## src/design/tx_hdlc_pkg.sv

```systemverilog
// Package of register map, field positions, codes and timing for the transmit HDLC controller.
package tx_hdlc_pkg;

  // ==========================================================================
  // Register map
  localparam int          ADDR_W            = 12;
  localparam logic [11:0] ADDR_CTL_ONE      = 12'h110;
  localparam logic [11:0] ADDR_SUPPRESS     = 12'h111;
  localparam logic [11:0] ADDR_FIFO_PORT    = 12'h112;
  localparam logic [11:0] ADDR_CTL_TWO      = 12'h113;
  localparam logic [11:0] ADDR_CODE         = 12'h115;
  localparam logic [11:0] ADDR_STATUS       = 12'h116;
  localparam logic [7:0]  CTL_ONE_RESET     = 8'h00;
  localparam logic [7:0]  SUPPRESS_RESET    = 8'h00;
  localparam logic [7:0]  CTL_TWO_RESET     = 8'h00;

  // ==========================================================================
  // Control field positions
  localparam int FLAG_COUNT_SELECT   = 7;
  localparam int LOOP_MESSAGE_BIT    = 6;
  localparam int TX_CONTROLLER_RESET = 5;
  localparam int MAPPING_SELECT      = 4;
  localparam int FILL_SELECT         = 3;
  localparam int END_OF_MESSAGE_BIT  = 2;
  localparam int ZERO_STUFFER_DEFEAT = 1;
  localparam int CRC_DEFEAT          = 0;
  localparam int ABORT_BIT           = 7;
  localparam int SEND_BIT_ORIENTED   = 6;
  localparam int CONTROLLER_ENABLE   = 5;
  localparam int CHAN_SEL_MSB        = 4;

  // ==========================================================================
  // Line codes
  localparam logic [7:0]  FLAG_BYTE   = 8'h7E;
  localparam logic [7:0]  IDLE_BYTE   = 8'hFF;
  localparam logic [7:0]  ABORT_BYTE  = 8'hFE;
  localparam logic [7:0]  BOC_ONES    = 8'hFF;
  localparam logic [2:0]  ONES_LIMIT  = 3'h5;
  localparam logic [15:0] CRC_INIT    = 16'hFFFF;
  localparam logic [15:0] CRC_POLY    = 16'h8408;

  // ==========================================================================
  // Buffers and timing
  localparam int FIFO_WIDTH      = 10;
  localparam int FIFO_DEPTH      = 8;
  localparam int LOOP_DEPTH      = 16;
  localparam int CLK_PERIOD_NS   = 100;
  localparam int RESET_LIMIT_NS  = 250000;
  localparam int RESET_LIMIT_CYC = RESET_LIMIT_NS / CLK_PERIOD_NS;
  localparam logic [4:0] RESET_HOLD_CYC = 5'h10;

  typedef enum logic [2:0] {ST_FILL, ST_FLAGS, ST_DATA, ST_CRC_LO, ST_CRC_HI, ST_ABORT}
    tx_state_e;

endpackage
```

## src/design/tx_hdlc_controller.sv

```systemverilog
// Transmit HDLC controller: registers, frame builder and time slot bit insertion.
module tx_hdlc_controller
  import tx_hdlc_pkg::*;
(
  input  wire logic              clk,
  input  wire logic              rst_n,
  input  wire logic [ADDR_W-1:0] regAddr,
  input  wire logic [7:0]        regWrData,
  input  wire logic              regWrEn,
  input  wire logic              regRdEn,
  output logic [7:0]             regRdData,
  input  wire logic              t1Mode,
  input  wire logic              fdlEnable,
  input  wire logic              chanStrobe,
  input  wire logic [4:0]        chanNum,
  input  wire logic [2:0]        chanBitPos,
  input  wire logic              fdlStrobe,
  output logic                   txBit,
  output logic                   txInsert,
  output logic                   fifoReady
);

  localparam int LAW = $clog2(LOOP_DEPTH);

  typedef struct packed {
    tx_state_e                   state;
    logic [7:0]                  ctlOne;
    logic [7:0]                  ctlTwo;
    logic [7:0]                  suppress;
    logic [5:0]                  code;
    logic                        abortPrev;
    logic [4:0]                  rstCnt;
    logic [7:0]                  shift;
    logic [2:0]                  bitCnt;
    logic [2:0]                  ones;
    logic [1:0]                  flagsLeft;
    logic                        lastByte;
    logic                        replay;
    logic                        looping;
    logic                        loopOk;
    logic [LAW:0]                capLen;
    logic [LAW:0]                rdIdx;
    logic [LOOP_DEPTH-1:0][7:0]  loopMem;
    logic [4:0]                  activeChan;
    logic [3:0]                  bocIdx;
    logic [7:0]                  rdData;
    logic                        txBit;
    logic                        txInsert;
  } ctrl_s;

  ctrl_s                  st_reg;
  ctrl_s                  st_next;
  logic                   fifoPush;
  logic                   fifoPop;
  logic                   fifoFlush;
  logic                   fifoValid;
  logic [FIFO_WIDTH-1:0]  fifoOut;
  logic                   crcInit;
  logic                   crcEn;
  logic [15:0]            crcNext;
  logic [15:0]            crcOut;
  logic                   take;
  logic                   bocMode;
  logic                   msgField;
  logic                   outBit;
  logic [15:0]            bocWord;
  logic [7:0]             fillByte;

  // ==========================================================================
  // Transmit FIFO and check sequence generator
  tx_hdlc_fifo #(
    .WIDTH (FIFO_WIDTH),
    .DEPTH (FIFO_DEPTH)
  ) u_fifo (
    .clk      (clk),
    .rst_n    (rst_n),
    .flush    (fifoFlush),
    .inValid  (fifoPush),
    .inReady  (fifoReady),
    .inData   ({st_reg.ctlOne[LOOP_MESSAGE_BIT], st_reg.ctlOne[END_OF_MESSAGE_BIT], regWrData}),
    .outValid (fifoValid),
    .outReady (fifoPop),
    .outData  (fifoOut)
  );

  tx_hdlc_crc16 u_crc (
    .clk     (clk),
    .rst_n   (rst_n),
    .init    (crcInit),
    .bitEn   (crcEn),
    .bitIn   (st_reg.shift[0]),
    .crcNext (crcNext),
    .crcOut  (crcOut)
  );

  assign regRdData = st_reg.rdData;
  assign txBit     = st_reg.txBit;
  assign txInsert  = st_reg.txInsert;

  // ==========================================================================
  // Next state
  always_comb
  begin
    st_next   = st_reg;
    fifoPush  = 1'b0;
    fifoPop   = 1'b0;
    fifoFlush = 1'b0;
    crcInit   = 1'b0;
    crcEn     = 1'b0;
    outBit    = 1'b1;
    fillByte  = st_reg.ctlOne[FILL_SELECT] ? IDLE_BYTE : FLAG_BYTE;
    bocWord   = {BOC_ONES, 1'b0, st_reg.code, 1'b0};
    bocMode   = t1Mode && st_reg.ctlTwo[SEND_BIT_ORIENTED];
    msgField  = (st_reg.state == ST_DATA) || (st_reg.state == ST_CRC_LO)
                || (st_reg.state == ST_CRC_HI);

    // Slot selection: a time slot bit or an FDL/Sa bit is handed to us.
    take = 1'b0;
    if (st_reg.ctlTwo[CONTROLLER_ENABLE] && (st_reg.rstCnt == '0))
    begin
      if (!st_reg.ctlOne[MAPPING_SELECT])
      begin
        take = chanStrobe && (chanNum == st_reg.activeChan)
               && !st_reg.suppress[chanBitPos];
      end
      else
      begin
        take = fdlStrobe && fdlEnable;
      end
    end

    // Self-clearing controller reset countdown.
    if (st_reg.rstCnt != '0)
    begin
      fifoFlush      = 1'b1;
      st_next.rstCnt = st_reg.rstCnt - 1'b1;
      if (st_reg.rstCnt == 5'h01)
      begin
        st_next.ctlOne[TX_CONTROLLER_RESET] = 1'b0;
      end
    end

    // Abort on a rising edge of the abort bit.
    st_next.abortPrev = st_reg.ctlTwo[ABORT_BIT];
    if (st_reg.ctlTwo[ABORT_BIT] && !st_reg.abortPrev)
    begin
      fifoFlush        = 1'b1;
      st_next.state    = ST_ABORT;
      st_next.shift    = ABORT_BYTE;
      st_next.bitCnt   = '0;
      st_next.ones     = '0;
      st_next.looping  = 1'b0;
      st_next.replay   = 1'b0;
    end
    else if (take)
    begin
      if (bocMode && st_reg.ctlOne[MAPPING_SELECT])
      begin
        outBit         = bocWord[st_reg.bocIdx];
        st_next.bocIdx = st_reg.bocIdx + 1'b1;
      end
      else if (!st_reg.ctlOne[ZERO_STUFFER_DEFEAT] && (st_reg.ones == ONES_LIMIT))
      begin
        outBit       = 1'b0;
        st_next.ones = '0;
      end
      else
      begin
        outBit         = st_reg.shift[0];
        st_next.shift  = {1'b1, st_reg.shift[7:1]};
        st_next.ones   = (msgField && st_reg.shift[0]) ? st_reg.ones + 1'b1 : '0;
        crcEn          = (st_reg.state == ST_DATA);
        st_next.bitCnt = st_reg.bitCnt + 1'b1;
        if (st_reg.bitCnt == 3'h7)
        begin
          case (st_reg.state)
            ST_FILL:
            begin
              if (fifoValid)
              begin
                st_next.state     = ST_FLAGS;
                st_next.shift     = FLAG_BYTE;
                st_next.flagsLeft = 2'h1;
              end
              else
              begin
                st_next.shift = fillByte;
              end
            end
            ST_FLAGS:
            begin
              if (st_reg.flagsLeft > 2'h1)
              begin
                st_next.flagsLeft = st_reg.flagsLeft - 1'b1;
                st_next.shift     = FLAG_BYTE;
              end
              else if (fifoValid)
              begin
                fifoPop          = 1'b1;
                crcInit          = 1'b1;
                st_next.state    = ST_DATA;
                st_next.shift    = fifoOut[7:0];
                st_next.lastByte = fifoOut[8] || fifoOut[9];
                st_next.looping  = fifoOut[9];
                st_next.replay   = 1'b0;
                st_next.loopOk   = 1'b1;
                st_next.loopMem[0] = fifoOut[7:0];
                st_next.capLen   = (LAW+1)'(1);
              end
              else if (st_reg.looping && st_reg.loopOk && st_reg.ctlOne[LOOP_MESSAGE_BIT])
              begin
                crcInit          = 1'b1;
                st_next.state    = ST_DATA;
                st_next.replay   = 1'b1;
                st_next.rdIdx    = '0;
                st_next.shift    = st_reg.loopMem[0];
                st_next.lastByte = (st_reg.capLen == (LAW+1)'(1));
              end
              else
              begin
                st_next.state   = ST_FILL;
                st_next.looping = 1'b0;
                st_next.shift   = fillByte;
              end
            end
            ST_DATA:
            begin
              if (st_reg.lastByte)
              begin
                if (st_reg.ctlOne[CRC_DEFEAT])
                begin
                  st_next.state     = ST_FLAGS;
                  st_next.shift     = FLAG_BYTE;
                  st_next.flagsLeft = st_reg.ctlOne[FLAG_COUNT_SELECT] ? 2'h2 : 2'h1;
                end
                else
                begin
                  st_next.state = ST_CRC_LO;
                  st_next.shift = ~crcNext[7:0];
                end
              end
              else if (st_reg.replay)
              begin
                st_next.rdIdx    = st_reg.rdIdx + 1'b1;
                st_next.shift    = st_reg.loopMem[st_reg.rdIdx[LAW-1:0] + 1'b1];
                st_next.lastByte = ((st_reg.rdIdx + (LAW+1)'(2)) == st_reg.capLen);
              end
              else if (fifoValid)
              begin
                fifoPop          = 1'b1;
                st_next.shift    = fifoOut[7:0];
                st_next.lastByte = fifoOut[8] || fifoOut[9];
                st_next.looping  = fifoOut[9];
                if (st_reg.capLen == (LAW+1)'(LOOP_DEPTH))
                begin
                  st_next.loopOk = 1'b0;
                end
                else
                begin
                  st_next.loopMem[st_reg.capLen[LAW-1:0]] = fifoOut[7:0];
                  st_next.capLen = st_reg.capLen + 1'b1;
                end
              end
              else
              begin
                st_next.state   = ST_ABORT;
                st_next.shift   = ABORT_BYTE;
                st_next.ones    = '0;
                st_next.looping = 1'b0;
              end
            end
            ST_CRC_LO:
            begin
              st_next.state = ST_CRC_HI;
              st_next.shift = ~crcOut[15:8];
            end
            ST_CRC_HI:
            begin
              st_next.state     = ST_FLAGS;
              st_next.shift     = FLAG_BYTE;
              st_next.flagsLeft = st_reg.ctlOne[FLAG_COUNT_SELECT] ? 2'h2 : 2'h1;
            end
            ST_ABORT:
            begin
              st_next.state = ST_FILL;
              st_next.shift = fillByte;
            end
            default:
            begin
              st_next.state = ST_FILL;
              st_next.shift = fillByte;
            end
          endcase
        end
      end
    end
    st_next.txInsert = take;
    if (take)
    begin
      st_next.txBit = outBit;
    end

    // Register writes.
    if (regWrEn)
    begin
      case (regAddr)
        ADDR_CTL_ONE:
        begin
          st_next.ctlOne = regWrData;
          if (regWrData[TX_CONTROLLER_RESET])
          begin
            st_next.rstCnt     = RESET_HOLD_CYC;
            st_next.state      = ST_ABORT;
            st_next.shift      = ABORT_BYTE;
            st_next.bitCnt     = '0;
            st_next.ones       = '0;
            st_next.looping    = 1'b0;
            st_next.replay     = 1'b0;
            st_next.activeChan = st_reg.ctlTwo[CHAN_SEL_MSB:0];
          end
        end
        ADDR_SUPPRESS:
        begin
          st_next.suppress = regWrData;
        end
        ADDR_FIFO_PORT:
        begin
          fifoPush = (st_reg.rstCnt == '0);
        end
        ADDR_CTL_TWO:
        begin
          st_next.ctlTwo = regWrData;
        end
        ADDR_CODE:
        begin
          st_next.code = regWrData[5:0];
        end
        default:
        begin
          st_next.code = st_reg.code;
        end
      endcase
    end

    // Register reads.
    if (regRdEn)
    begin
      case (regAddr)
        ADDR_CTL_ONE:  st_next.rdData = st_reg.ctlOne;
        ADDR_SUPPRESS: st_next.rdData = st_reg.suppress;
        ADDR_CTL_TWO:  st_next.rdData = st_reg.ctlTwo;
        ADDR_CODE:     st_next.rdData = {2'b00, st_reg.code};
        ADDR_STATUS:   st_next.rdData = {5'b00000, fifoReady, st_reg.looping,
                                         (st_reg.state != ST_FILL)};
        default:       st_next.rdData = 8'h00;
      endcase
    end
  end

  // ==========================================================================
  // State register
  always_ff @(posedge clk or negedge rst_n)
  begin
    if (!rst_n)
    begin
      st_reg          <= '0;
      st_reg.state    <= ST_FILL;
      st_reg.ctlOne   <= CTL_ONE_RESET;
      st_reg.ctlTwo   <= CTL_TWO_RESET;
      st_reg.suppress <= SUPPRESS_RESET;
      st_reg.shift    <= FLAG_BYTE;
      st_reg.txBit    <= 1'b1;
    end
    else
    begin
      st_reg <= st_next;
    end
  end

endmodule

```

## src/design/tx_hdlc_crc16.sv

```systemverilog
// Bit-serial frame check sequence generator, reflected form.
module tx_hdlc_crc16
  import tx_hdlc_pkg::*;
(
  input  wire logic        clk,
  input  wire logic        rst_n,
  input  wire logic        init,
  input  wire logic        bitEn,
  input  wire logic        bitIn,
  output logic [15:0]      crcNext,
  output logic [15:0]      crcOut
);

  typedef struct packed {
    logic [15:0] crc;
  } crc_s;

  crc_s st_reg;
  crc_s st_next;

  assign crcOut = st_reg.crc;

  // ==========================================================================
  // Next state
  always_comb
  begin
    crcNext = (st_reg.crc >> 1) ^ ((st_reg.crc[0] ^ bitIn) ? CRC_POLY : 16'h0000);
    st_next = st_reg;
    if (init)
    begin
      st_next.crc = CRC_INIT;
    end
    else if (bitEn)
    begin
      st_next.crc = crcNext;
    end
  end

  // ==========================================================================
  // State register
  always_ff @(posedge clk or negedge rst_n)
  begin
    if (!rst_n)
    begin
      st_reg.crc <= CRC_INIT;
    end
    else
    begin
      st_reg <= st_next;
    end
  end

endmodule

```

## src/design/tx_hdlc_fifo.sv

```systemverilog
// Parameterised flip-flop FIFO with valid and ready on both sides and a flush.
module tx_hdlc_fifo #(
  parameter int WIDTH = 10,
  parameter int DEPTH = 8
) (
  input  wire logic             clk,
  input  wire logic             rst_n,
  input  wire logic             flush,
  input  wire logic             inValid,
  output logic                  inReady,
  input  wire logic [WIDTH-1:0] inData,
  output logic                  outValid,
  input  wire logic             outReady,
  output logic [WIDTH-1:0]      outData
);

  localparam int AW = $clog2(DEPTH);
  localparam int CW = $clog2(DEPTH + 1);

  typedef struct packed {
    logic [DEPTH-1:0][WIDTH-1:0] mem;
    logic [AW-1:0]               wrPtr;
    logic [AW-1:0]               rdPtr;
    logic [CW-1:0]               count;
    logic                        notFull;
    logic                        notEmpty;
  } fifo_s;

  fifo_s st_reg;
  fifo_s st_next;
  logic  push;
  logic  pop;

  assign inReady  = st_reg.notFull;
  assign outValid = st_reg.notEmpty;
  assign outData  = st_reg.mem[st_reg.rdPtr];

  // ==========================================================================
  // Next state
  always_comb
  begin
    st_next = st_reg;
    push    = inValid && st_reg.notFull;
    pop     = outReady && st_reg.notEmpty;
    if (push)
    begin
      st_next.mem[st_reg.wrPtr] = inData;
      st_next.wrPtr = (st_reg.wrPtr == AW'(DEPTH - 1)) ? '0 : st_reg.wrPtr + 1'b1;
    end
    if (pop)
    begin
      st_next.rdPtr = (st_reg.rdPtr == AW'(DEPTH - 1)) ? '0 : st_reg.rdPtr + 1'b1;
    end
    if (push && !pop)
    begin
      st_next.count = st_reg.count + 1'b1;
    end
    else if (pop && !push)
    begin
      st_next.count = st_reg.count - 1'b1;
    end
    if (flush)
    begin
      st_next.wrPtr = '0;
      st_next.rdPtr = '0;
      st_next.count = '0;
    end
    st_next.notFull  = (st_next.count != CW'(DEPTH));
    st_next.notEmpty = (st_next.count != '0);
  end

  // ==========================================================================
  // State register
  always_ff @(posedge clk or negedge rst_n)
  begin
    if (!rst_n)
    begin
      st_reg          <= '0;
      st_reg.notFull  <= 1'b1;
    end
    else
    begin
      st_reg <= st_next;
    end
  end

endmodule

```

## config.mk

```make
export PLATFORM = sky130hd
export DESIGN_NAME = tx_hdlc_controller
export DESIGN_NICKNAME = d
export VERILOG_FILES = /design/src/design/tx_hdlc_pkg.sv /design/src/design/tx_hdlc_controller.sv /design/src/design/tx_hdlc_crc16.sv /design/src/design/tx_hdlc_fifo.sv
export SDC_FILE = /design/constraint.sdc
export NUM_CORES = 1
export LEC_CHECK = 0
export BUFFER_PORTS_ARGS = -buffer_cell sky130_fd_sc_hd__buf_4
export CAP_MARGIN = 20
export CORE_ASPECT_RATIO = 0.8
export CORE_MARGIN = 4
export CORE_UTILIZATION = 50
export CTS_CLUSTER_SIZE = 12
export DETAILED_ROUTE_END_ITERATION = 10
export GPL_TIMING_DRIVEN = 0
export HOLD_SLACK_MARGIN = 0.02
export PLACE_DENSITY = 0.69
export SETUP_SLACK_MARGIN = 0.15
export SLEW_MARGIN = 20
export SYNTH_ARGS = -nofsm -noshare
export SYNTH_HDL_FRONTEND = slang
export SYNTH_SLANG_ARGS = --single-unit
```

## constraint.sdc

```tcl
create_clock -name clk -period 3 [get_ports clk]
set_input_delay 0.6 -clock clk [delete_from_list [all_inputs] [get_ports clk]]
set_output_delay 0.6 -clock clk [all_outputs]
set_load 0.03 [all_outputs]
```

# After elaboration in Yosys (flattened, before gate mapping)
# Index checks and enable logic that the tools add are counted.
[totals] output_inout_bits=11 reg_bits=324
[op_classes] n_mux=155 n_reduce_logical=48 order_cmp=9 bitwise_logic=7 n_eq_ne=37 n_addsub=13
[op_table] op="2-to-1 mux 140 bit" count=7
[op_table] op="2-to-1 mux 128 bit" count=3
[op_table] op="2-to-1 mux 158 bit" count=2
[op_table] op="2-to-1 mux 147 bit" count=1
[op_table] op="2-to-1 mux 144 bit" count=1
[op_table] op="bitwise mux 128 bit" count=1
[op_table] op="2-to-1 mux 8 bit" count=16
[op_table] op="2-to-1 mux 120 bit" count=1
[op_table] op="2-to-1 mux 14 bit" count=8
[op_table] op="bitwise mux 80 bit" count=1
[op_table] op="case mux 8 bit (5 select lines)" count=2
[op_table] op="equality test 12 x 9 -> 1 bit, second input constant" count=6
[op_table] op="2-to-1 mux 3 bit" count=23
[op_table] op="2-to-1 mux 19 bit" count=3
[op_table] op="!= test 7 bit, second input constant" count=7
[op_table] op="2-to-1 mux 16 bit" count=3
[op_table] op="2-to-1 mux 1 bit" count=42
[op_table] op="AND reduction 12 bit" count=3
[op_table] op="2-to-1 mux 33 bit" count=1
[op_table] op="binary-select mux 8 bit (select 4 bit)" count=1
[op_table] op="demux 8 bit (select 4 bit)" count=1
[op_table] op="binary-select mux 10 bit (select 3 bit)" count=1
[op_table] op="demux 10 bit (select 3 bit)" count=1
[op_table] op="2-to-1 mux 10 bit" count=3
[op_table] op="other kinds (54)" count=131

# Longest topological paths before layout
# Gate-level depths: netlist of the first run.
[logic_depth] ltp_word=24 depth_mapped=11 ltp_nobuf=9

# By module
# A second synthesis of the first run with hierarchy kept.
[unflattened] cells_unflattened=1761 area_unflattened_um2=18198.7
[by_module_without_submodules] mod="tx_hdlc_controller" seq_area_each_um2=5413.9 cells_per_inst=1408 area_per_inst_um2=12927.4 n_inst=1
[by_module_without_submodules] mod="tx_hdlc_fifo" seq_area_each_um2=2303.5 cells_per_inst=284 area_per_inst_um2=4430.5 n_inst=1
[by_module_without_submodules] mod="tx_hdlc_crc16" seq_area_each_um2=420.4 cells_per_inst=69 area_per_inst_um2=840.8 n_inst=1

# Worst setup path after synthesis of the first run
# Ideal clock, no wire load.
[synth_path] kind="input-to-reg" startpoint="input port chanBitPos[1]" endpoint="register st_reg[116] in the netlist's numbering" arrival_ps=2954 path_slack_ps=-79 required_ps=2875 stages=7 path_buffers=0 cell_sequence="mux4_2 mux2i_1 a41oi_2 nor4_4 nand4_1 nor2_2 mux2_2"
[synth_via] elab_chain_len=8 elab_cells_between_ends=11 classes_between="eq/ne: 4; mux: 4; reduce/logical: 3"
[synth_rtl] element="start, declared" line="tx_hdlc_controller.sv:16" rtl="input wire logic [2:0] chanBitPos,"
[synth_rtl] element="binary-select mux 1 bit (select 3 bit) *" line="tx_hdlc_controller.sv:124" rtl="&& !st_reg.suppress[chanBitPos];"
[synth_rtl] element="2-to-1 mux 1 bit (not written as such) *" line="tx_hdlc_controller.sv:124"
[synth_rtl] element="zero test 1 bit *" line="tx_hdlc_controller.sv:124"
[synth_rtl] element="logical AND 1 bit *" line="tx_hdlc_controller.sv:124"
[synth_rtl] element="2-to-1 mux 1 bit *" line="tx_hdlc_controller.sv:121" rtl="if (!st_reg.ctlOne[MAPPING_SELECT])"
[synth_rtl] element="2-to-1 mux 1 bit *" line="tx_hdlc_controller.sv:119" rtl="if (st_reg.ctlTwo[CONTROLLER_ENABLE] && (st_reg.rstCnt == '0))"
[synth_rtl] element="!= test 7 bit (no source line) / != test 7 x 6 -> 1 bit (equally long branches)"
[synth_rtl] element="AND reduction 10 bit (no source line) *"
[synth_rtl] element="end signal, assigned" line="tx_hdlc_controller.sv:376" rtl="st_reg <= st_next;"
[synth_rtl] element="end, declared" line="tx_hdlc_controller.sv:51" rtl="ctrl_s st_reg;"
# Every way passes the cells marked *; elsewhere a longest branch is shown, timed or not. The select of a mux whose other input is x is not followed.
# A chain may end at the register's enable or synchronous reset.

# Final worst setup path of the first run
[layout_path] startpoint="register st_reg[195] in the netlist's numbering" endpoint="register st_reg[40] in the netlist's numbering"
[layout_via] elab_chain_len=8 elab_cells_between_ends=11 classes_between="eq/ne: 4; mux: 4; reduce/logical: 3"
[layout_rtl] element="binary-select mux 1 bit (select 3 bit) *" line="tx_hdlc_controller.sv:124"
[layout_rtl] element="2-to-1 mux 1 bit (not written as such) *" line="tx_hdlc_controller.sv:124"
[layout_rtl] element="zero test 1 bit *" line="tx_hdlc_controller.sv:124"
[layout_rtl] element="logical AND 1 bit *" line="tx_hdlc_controller.sv:124"
[layout_rtl] element="2-to-1 mux 1 bit *" line="tx_hdlc_controller.sv:121"
[layout_rtl] element="2-to-1 mux 1 bit *" line="tx_hdlc_controller.sv:119"
[layout_rtl] element="!= test 7 bit (no source line) / != test 7 x 6 -> 1 bit (equally long branches)"
[layout_rtl] element="AND reduction 10 bit (no source line) *"
# Marked as above.

==> flow_summary.ini, run 1 <==
[setup_path]
r2r_slack_ps = 140
crit_chain = mux4_2 > mux2i_4 > a41o_1 > buf_6 > nand4_4 > nor4b_4 > buf_4 > nand3_4 > mux2_2
r2r_cells = 9
r2r-end = st_reg[40]$_DFFE_PN0P_
max_stage_delay_ps = 490
reg2reg_from = st_reg[195]$_DFFE_PN0P_
critPathRequiredTime_ps = 3400
critPathSlowestCell = mux4_2
critPathMaxFanout = 8
path_buf_inv = 2
cp.arrival_ps = 3270
critPathLaunchType = flop
endpoint_kind = flop
path_delay_family = multiplexers
crit_type = flop to flop

[route]
wl_met2_um = 19480
drt-initial-drc-count = 956
ant_nets = 0
vias = 11460
routedWlPerCell_um = 22.87
drt-met1-wl_um = 19530
top_layer = met4
first_pass_iters = 5
viasPerCell = 6.096
route.detailed.drc = 0
wl_met3_um = 3212
wl_um = 42970

[place]
place_hpwl_um = 28100
port_buffers = 45
place_area_um2 = 17240
gp_congestion = 0.9021
dpl_worst_slack_ps = -1051

[die]
chipWidth_um = 209.4
start_util_pct = 51.14
die_y_um = 169.1
core_um2 = 31710
fp-row-count = 58
io_pins = 47
die_area_um2 = 35400

[cts]
cts_made_buffers = 35
cts_tree = yes
cts.sinks = 324
clock_path_buffers = 3
clk_pin_slew_ps = 60
clk_latency_ps = 530
htreeDepth = 2
cts_root_buf = clkbuf_16

[sta]
fmax_mhz = 349.3
drv_slew = 0
slew_headroom_pct = 36.64
fin_ws_ps = 136.9
fin_crit_sh_pct = 95.44
finalCriticalPeriod_ps = 2863
finalSetupViolCount = 0
rsz0062_at_grt = yes
finClkSkew_ps = 17.32
finalHoldViolCount = 0
worst_pin_slew_ps = 941.7
hold_ws_ps = 317.1

[job]
cap_violations = 0

[synthesis]
ys_warn_count = 0
syn_avg_cell_area_um2 = 12.63
synth_edf_count = 0
synth_nets = 1340
synth_seq_area_share_pct = 50.18
netlist.area_leader.share_pct = 46.29
ys_seq_elements = 324
synth_cell_types = 74
async_flop_share_pct = 100.0
synth_area_um2 = 16220
yosys.area.top_type = dfrtp_1
synthCells = 1284
ys.flop_type = dfrtp_1
synth_area_leaders = dfrtp_1 (46%), mux2_2 (17%), mux4_2 (8.6%), dfstp_2 (3.9%), nand2_1 (2.1%)

[global_routing]
grtUsageTotal_pct = 23.89
grt_max_degree = 102
grt_antenna_before_repair = 0
grt.overflow.total = 0
grt_pass1_wl_um = 66810
grt_pass1_vias = 11530

[final_layout]
layout.cells.most_common_list = dfrtp_1 (300), mux2_2 (184), buf_4 (101)
largest_reg_flops = 199
diodes = 0
fin_nets = 1495
drive_gt1_share_pct = 41.19
area_growth_syn_to_layout_pct = 21.74
layout_commonest_cell = dfrtp_1
utilization_pct = 62.25
fin_area_um2 = 19740

[hold_path]
hold_end = u_fifo.st_reg[28]$_DFFE_PN0P_
worstHoldStart = regWrData[6]
worstHoldPathCells = 2
hp-class = primary input to flop

[power_and_ir_drop]
total_power_mw = 9.179
irDropWorstVdd_uv = 323.5
p_per_area_nw_per_um2 = 464.9
power_leakage_nw = 8.944

[outcome]
status = finished clean
-- stage by stage --
stage	TNS (ps)	std cells
finish	0	1879
global route	0	1879
CTS	0	1853
detailed placement	-151290	1752
global placement	-639800	1749
floorplan	-2214	1284
-- worst reg2reg max path, delay by kind of cell (launching register included) --
| kind | cells | cell delay (ps) |
|---|---|---|
| muxes | 3 | 1120 |
| and+or+nand+nor | 3 | 680 |
| DFF | 1 | 380 |
| buffers and inverters | 2 | 330 |
| AOI/OAI and AO/OA | 1 | 230 |
-- layer usage --
| layer | GRT usage (%) | up-vias |
|---|---|---|
| li1 | - | 5058 |
| met1 | 36.10 | 5948 |
| met2 | 36.01 | 385 |
| met3 | 5.225 | 64 |
| met4 | 4.935 | 0 |
| met5 | 0 | - |
-- power breakdown --
| part | switching (mW) | internal, mW |
|---|---|---|
| clock network | 1.74 | 2.43 |
| logic | 0.312 | 0.224 |
| registers | 0.0544 | 4.42 |
| total | 2.11 | 7.07 |
-- area by class of cell --
type | instances | area, µm²
fillers | 2378 | 11970
multi-input cells | 851 | 8277
flip-flops and latches | 324 | 8138
repair buffers | 119 | 1152
clock buffers | 54 | 1060
well taps | 420 | 525.5
plain buffers | 79 | 451.7
inverters | 29 | 108.9
clock inverters | 3 | 30.03
-- worst max-delay path by stage --
stage | start | slack [ps] | endpoint | depth (start not counted)
after detailed placement | chanBitPos[1] | -1050 | st_reg[141]$_DFFE_PN0P_ | 8
after floorplan | chanBitPos[1] | -80 | st_reg[116]$_DFFE_PN0P_ | 7
after global placement | rst_n | -1680 | st_reg[82]$_DFFE_PN0P_ | 1
after CTS | st_reg[195]$_DFFE_PN0P_ | 70 | st_reg[91]$_DFFE_PN0P_ | 10
final | st_reg[195]$_DFFE_PN0P_ | 140 | st_reg[40]$_DFFE_PN0P_ | 9
after global routing | st_reg[191]$_DFFE_PN0P_ | 100 | st_reg[29]$_DFFE_PN0P_ | 9
-- synthesized netlist by cell type (5+ instances only) --
cell type    n
dfrtp_1    300
nor3b_1      7
nor3_1      15
nand2_1     91
o22ai_1      6
clkbuf_1    60
o2111ai_1    6
nor2_1      61
mux4_2      62
nand4_1     10
o221ai_1    14
mux2_1       8
nor2b_1      8
o211ai_1     8
a31oi_1      7
xor2_1       9
nand3_1     40
and2_1       5
ha_1        20
inv_1       29
a22o_1       7
nor2_2       5
a21oi_1     37
a211oi_1     5
mux2_2     252
nor4_1       5
o21ai_0     43
mux2i_1      6
xnor2_1     16
dfstp_2     24
nand2b_1    11
o21a_1       5
buf_4        8
a22oi_1      8
buf_1        8
and3_1       9
nor2_4       8
-- kinds of logic after synthesis --
group           Yosys count  synth area share, %
compound gates          172                7.075
xor+xnor                 25                1.350
fa+ha+maj                20                1.543
buf+inv                 109                2.739
flops                   324                50.18
mux                     328                27.03
simple gates            306                10.08
-- repair_timing --
| item | in CTS | in global routing |
|---|---|---|
| hold endpoints to repair | 6 | 0 |
| endpoints found under the setup margin | 259 | 187 |
| hold buffers | 1 | 0 |
| pin swaps | 25 | 23 |
| gates resized for setup | 81 | 113 |
| gates cloned | 0 | 2 |
| buffers inserted | 44 | 23 |
Note: power is estimated with default switching activity, not from simulation.
==> inputs of run 2 (changes only) <==
--- a/config.mk
+++ b/config.mk
@@ -15,6 +15,7 @@
 export GPL_TIMING_DRIVEN = 0
 export HOLD_SLACK_MARGIN = 0.02
 export PLACE_DENSITY = 0.69
+export RECOVER_POWER = 25
 export SETUP_SLACK_MARGIN = 0.15
 export SLEW_MARGIN = 20
 export SYNTH_ARGS = -nofsm -noshare
==> run 2 against run 1 <==
Effect of this change: routed wire length is 0.25% lower; highest routed layer unchanged; count of clock-buffer cells in the layout stayed put; non-clock buffer count stayed put; die area stayed put; fmax is 0.36% lower; sequential power hardly changed; critical path type unchanged; critical endpoint is now st_reg[29]$_DFFE_PN0P_; design area is 0.20% lower.
==> flow_summary.ini, run 2 (synthesized netlist as in run 1, its figures left out) <==
[outcome]
status = finished clean

[final_layout]
layout_commonest_cell = dfrtp_1
utilization_pct = 62.13
layout.cells.most_common_list = dfrtp_1 (300), mux2_2 (184), buf_4 (101)
drive_gt1_share_pct = 41.19
fill_cells = 2382
fin_nets = 1495
diodes = 0
area_growth_syn_to_layout_pct = 21.49
largest_reg_flops = 199

[cts]
clk_latency_ps = 530
cts_made_buffers = 35
cts_tree = yes
cts.sinks = 324
htreeDepth = 2
cts_root_buf = clkbuf_16
clk_pin_slew_ps = 60
clock_path_buffers = 3

[global_routing]
grt_antenna_before_repair = 0
grt.overflow.total = 0
grtUsageTotal_pct = 23.89
grt_max_degree = 102
grt_pass1_wl_um = 66810
grt_pass1_vias = 11530

[sta]
finalCriticalPeriod_ps = 2874
drv_slew = 0
fmax_mhz = 348.0
finClkSkew_ps = 15.52
slew_headroom_pct = 12.45
rsz0062_at_grt = yes
finalSetupViolCount = 0
worst_pin_slew_ps = 1313
fin_ws_ps = 126.5
fin_crit_sh_pct = 95.78
finalHoldViolCount = 0

[setup_path]
cp.arrival_ps = 3280
crit_type = flop to flop
critPathRequiredTime_ps = 3410
reg2reg_from = st_reg[191]$_DFFE_PN0P_
r2r_slack_ps = 130
critPathMaxFanout = 8
endpoint_kind = flop
max_stage_delay_ps = 480
crit_chain = mux4_2 > mux2i_4 > a41o_1 > buf_6 > nand4_4 > nor4b_4 > buf_4 > nand3_4 > mux2_4
r2r_cells = 9
critPathSlowestCell = mux4_2
critPathLaunchType = flop
r2r-end = st_reg[29]$_DFFE_PN0P_

[hold_path]
worstHoldPathCells = 2
hold_end = u_fifo.st_reg[28]$_DFFE_PN0P_
worstHoldStart = regWrData[6]
hp-class = primary input to flop

[route]
first_pass_iters = 6
route.detailed.drc = 0
vias = 11520
viasPerCell = 6.132
drt-initial-drc-count = 1092
ant_nets = 0
routedWlPerCell_um = 22.81
wl_um = 42860

[power_and_ir_drop]
irDropWorstVdd_uv = 322.2
power_leakage_nw = 8.928
p_per_area_nw_per_um2 = 465.8

[die]
die_area_um2 = 35400
core_um2 = 31710
die_y_um = 169.1
start_util_pct = 51.14
io_pins = 47
chipWidth_um = 209.4
fp-row-count = 58

[place]
dpl_worst_slack_ps = -1051
gp_congestion = 0.9021
port_buffers = 45
place_hpwl_um = 28100

[job]
cap_violations = 0
-- run 2: cell count changes in the layout (fill, tap and decap cells not counted) --
cell and change:
buf_16 -2, clkbuf_4 +2
-- run 2: area by class of cell --
cell class	count	area, µm²	area share [%]
multi-input combinational	851	8277	42.01
sequential	324	8138	41.30
timing repair buffer	119	1112	5.646
clock buffer	54	1060	5.379
tap	420	525.5	2.667
buffer	79	451.7	2.293
inverter	29	108.9	0.5525
clock inverter	3	30.03	0.1524
-- run 2: worst max-delay path by stage --
| stage | from | end | slack [ps] |
|---|---|---|---|
| global placement | rst_n | st_reg[82]$_DFFE_PN0P_ | -1680 |
| floorplan | chanBitPos[1] | st_reg[116]$_DFFE_PN0P_ | -80 |
| finish | st_reg[191]$_DFFE_PN0P_ | st_reg[29]$_DFFE_PN0P_ | 130 |
| detailed placement | chanBitPos[1] | st_reg[141]$_DFFE_PN0P_ | -1050 |
| global route | st_reg[191]$_DFFE_PN0P_ | st_reg[29]$_DFFE_PN0P_ | 100 |
| CTS | st_reg[195]$_DFFE_PN0P_ | st_reg[91]$_DFFE_PN0P_ | 70 |
-- run 2: critical path: cells and delay by family (launching register included) --
family	cells	cell delay, ps
muxes	3	1110
and+or+nand+nor	3	680
DFF	1	400
buffers and inverters	2	320
AOI/OAI and AO/OA	1	230
-- run 2: report_power, final --
part	internal [mW]	total (mW)	switching (mW)
clock	2.43	4.18	1.75
combinational	0.219	0.529	0.310
sequential	4.42	4.47	0.0544
-- run 2: what timing repair did --
item | in CTS | in global routing
gates cloned | 0 | 2
setup endpoints to repair | 259 | 187
gates resized for setup | 81 | 113
hold buffers | 1 | 0
pin swaps | 25 | 23
setup buffers | 44 | 23
endpoints found under the hold margin | 6 | 0
-- run 2: per-stage QoR --
| stage | std cells | area [µm²] | TNS, ps | power [mW] | hold WS [ps] |
|---|---|---|---|---|---|
| 5_1_grt | 1879 | 19700 | 0 | 9.515 | 317.4 |
| 6_report | 1879 | 19700 | 0 | 9.178 | 317.7 |
| 4_1_cts | 1853 | 19160 | 0 | 9.202 | 303.6 |
| 3_5_place_dp | 1752 | 17240 | -151290 | 4.974 | 427.8 |
| 2_1_floorplan | 1284 | 16280 | -2214 | 4.747 | 304.4 |
| 3_3_place_gp | 1749 | 17140 | -639800 | 4.942 | 428.0 |
-- run 2: routing by layer --
metal | routed length (µm) | track usage (%) | vias to the layer above
li1 | - | - | 5059
met1 | 19620 | 36.10 | 5979
met2 | 19350 | 36.01 | 411
met3 | 3170 | 5.225 | 73
met4 | 725 | 4.935 | 0
met5 | 0 | 0 | -
==> inputs of run 3 (changes only) <==
--- a/config.mk
+++ b/config.mk
@@ -10,7 +10,6 @@
 export CORE_ASPECT_RATIO = 0.8
 export CORE_MARGIN = 4
 export CORE_UTILIZATION = 50
-export CTS_CLUSTER_SIZE = 12
 export DETAILED_ROUTE_END_ITERATION = 10
 export GPL_TIMING_DRIVEN = 0
 export HOLD_SLACK_MARGIN = 0.02
==> constraint.sdc (replaced) <==
create_clock -name clk -period 2.4 [get_ports clk]
set_input_delay 0.48 -clock clk [delete_from_list [all_inputs] [get_ports clk]]
set_output_delay 0.48 -clock clk [all_outputs]
set_load 0.03 [all_outputs]
==> run 3 against run 2 <==
Effect of this change: the flow now finishes with violations (capacitance limit, slew limit, setup timing); routed wire length rose by 5.7%; first-iteration DRC count fell by 1.4%; worst setup slack got worse by 590 ps; fmax rose by 0.52%; register-to-register slack got worse by 590 ps; critical path depth did not move; final cell count rose by 1.6%; flip-flop and latch count did not move; highest routed layer unchanged.
==> flow_summary.ini, run 3 (synthesized netlist as in run 1, its figures left out) <==
[outcome]
status = finished, violations left
violations = capacitance limit, slew limit, setup timing

[final_layout]
diodes = 0
fill_cells = 2204
area_growth_syn_to_layout_pct = 30.35
drive_gt1_share_pct = 49.43
layout_commonest_cell = dfrtp_1
fin_nets = 1521
layout.cells.most_common_list = dfrtp_1 (298), mux2_4 (164), buf_4 (98)
final_cells = 1909
largest_reg_flops = 199

[place]
gp_congestion = 0.8696
place_hpwl_um = 28700
port_buffers = 45
dpl.cell_count = 1752

[die]
chipWidth_um = 209.4
die_area_um2 = 35400
io_pins = 47
fp-row-count = 58
die_y_um = 169.1
core_um2 = 31710
start_util_pct = 51.14

[cts]
cts_root_buf = clkbuf_16
clock_path_buffers = 3
cts_tree = yes
clk_pin_slew_ps = 60
htreeDepth = 2
cts_made_buffers = 35
clk_latency_ps = 530
cts.sinks = 324

[setup_path]
critPathRequiredTime_ps = 2810
critPathMaxFanout = 8
cp.arrival_ps = 3270
endpoint_kind = flop
crit_type = flop to flop
critPathLaunchType = flop

[sta]
rsz0062_at_grt = yes
finClkSkew_ps = 21.78
fin_ws_ps = -458.6
worst_pin_slew_ps = 1560
fin_crit_sh_pct = 119.1
drv_slew = 25
fmax_mhz = 349.8
finalCriticalPeriod_ps = 2859
finalSetupViolCount = 177
finalHoldViolCount = 0
slew_headroom_pct = -4.010

[power_and_ir_drop]
power_leakage_nw = 9.513
power_frac_seq_pct = 48.0
irDropWorstVdd_uv = 480.2
pwr-share-comb_pct = 6.1
cell_internal_pwr_mw = 8.877
p_per_area_nw_per_um2 = 549.3
total_power_mw = 11.61
switchingPower_mw = 2.735
power_switching_share_pct = 23.56
clkPwrFrac_pct = 45.8

[route]
viasPerCell = 6.119
drt-initial-drc-count = 1077
route.detailed.drc = 0
vias = 11680
first_pass_iters = 5
routedWlPerCell_um = 23.73
ant_nets = 0
wl_um = 45300

[job]
cap_violations = 1

[global_routing]
grt_pass1_vias = 11930
grt.overflow.total = 0
grt_pass1_wl_um = 69880
grt_antenna_before_repair = 2
grtUsageTotal_pct = 24.99
grt_max_degree = 98

[hold_path]
hp-class = primary input to flop
[run 3: changes by cell type in the layout (fill, tap and decap cells not counted), sizes merged]
cell         previous run  this run
buf                   139       167
bufinv                  0         2
clkbuf                112       103
clkinv                  2        10
clkinvlp                0         2
dlygate4sd3             1         0
[run 3: per-layer routing]
metal	GRT usage (%)	wire [µm]	vias to the layer above	part of all wire [%]
li1	-	-	5100	-
met1	37.85	20390	6085	45
met2	36.90	20240	417	45
met3	6.337	3786	79	8.4
met4	5.247	882	0	1.9
met5	0	0	-	0
[run 3: repair_timing]
item / 4_1_cts / 5_1_grt
resized for setup: 212 / 136
hold buffers: 1 / 0
setup buffers: 63 / 29
setup endpoints to repair: 271 / 273
endpoints found under the hold margin: 54 / 0
pin swaps: 51 / 54
cloned: 4 / 0
[run 3: path summary, 6_finish.rpt]
path                                     startpoint                       endpoint  slack, ps  depth (start not counted)
max reg2reg                 st_reg[195]$_DFFE_PN0P_         st_reg[20]$_DFFE_PN0P_       -460                          9
max                         st_reg[195]$_DFFE_PN0P_         st_reg[20]$_DFFE_PN0P_       -460                          9
min reg2reg                st_next[182]$_DFFE_PN0P_          st_reg[182]$_DFF_PN0_        430                          0
min in group asynchronous                     rst_n          st_reg[174]$_DFF_PN1_        930                          1
min                                    regWrData[7]  u_fifo.st_reg[29]$_DFFE_PN0P_        190                          2
max in group asynchronous                     rst_n         st_reg[66]$_DFFE_PN0P_        180                          4
[run 3: area by class of cell]
class | count | area (µm²) | area share [%]
sequential | 324 | 8140 | 38.51
tap | 420 | 525.5 | 2.486
buffer | 79 | 633.1 | 2.995
clock buffer | 46 | 957.2 | 4.528
inverter | 29 | 112.6 | 0.5327
multi-input combinational | 851 | 9143 | 43.25
clock inverter | 15 | 150.1 | 0.7103
timing repair buffer | 145 | 1478 | 6.990
[run 3: critical path, stage by stage (launching register included)]
cell	delay, ps
dfrtp_1	390
mux4_2	500
mux2i_4	240
a41oi_4	200
buf_6	190
nor3_4	230
nand4_1	140
buf_6	200
nor2_4	260
mux2_2	380
[run 3: metrics by stage]
stage | area, µm² | worst slack [ps] | hold WS (ps) | TNS (ps) | util (%)
detailed placement | 17780 | -1511 | 430.0 | -243360 | 56.07
floorplan | 16830 | -557.0 | 184.4 | -58100 | -
CTS | 20450 | -508.6 | 39.02 | -64810 | 64.48
global placement | 17690 | -2181 | 429.1 | -897040 | 55.79
global route | 21140 | -511.8 | 180.0 | -81570 | 66.66
finish | 21140 | -458.6 | 194.9 | -54490 | 66.66
[run 3: power by group through the flow]
stage / clock (mW) / combinational [mW] / sequential, mW
floorplan: 0 / 0.288 / 5.66
global placement: 0 / 0.522 / 5.67
detailed placement: 0 / 0.552 / 5.67
CTS: 5.41 / 0.688 / 5.58
global route: 5.64 / 0.796 / 5.58
finish: 5.32 / 0.714 / 5.58
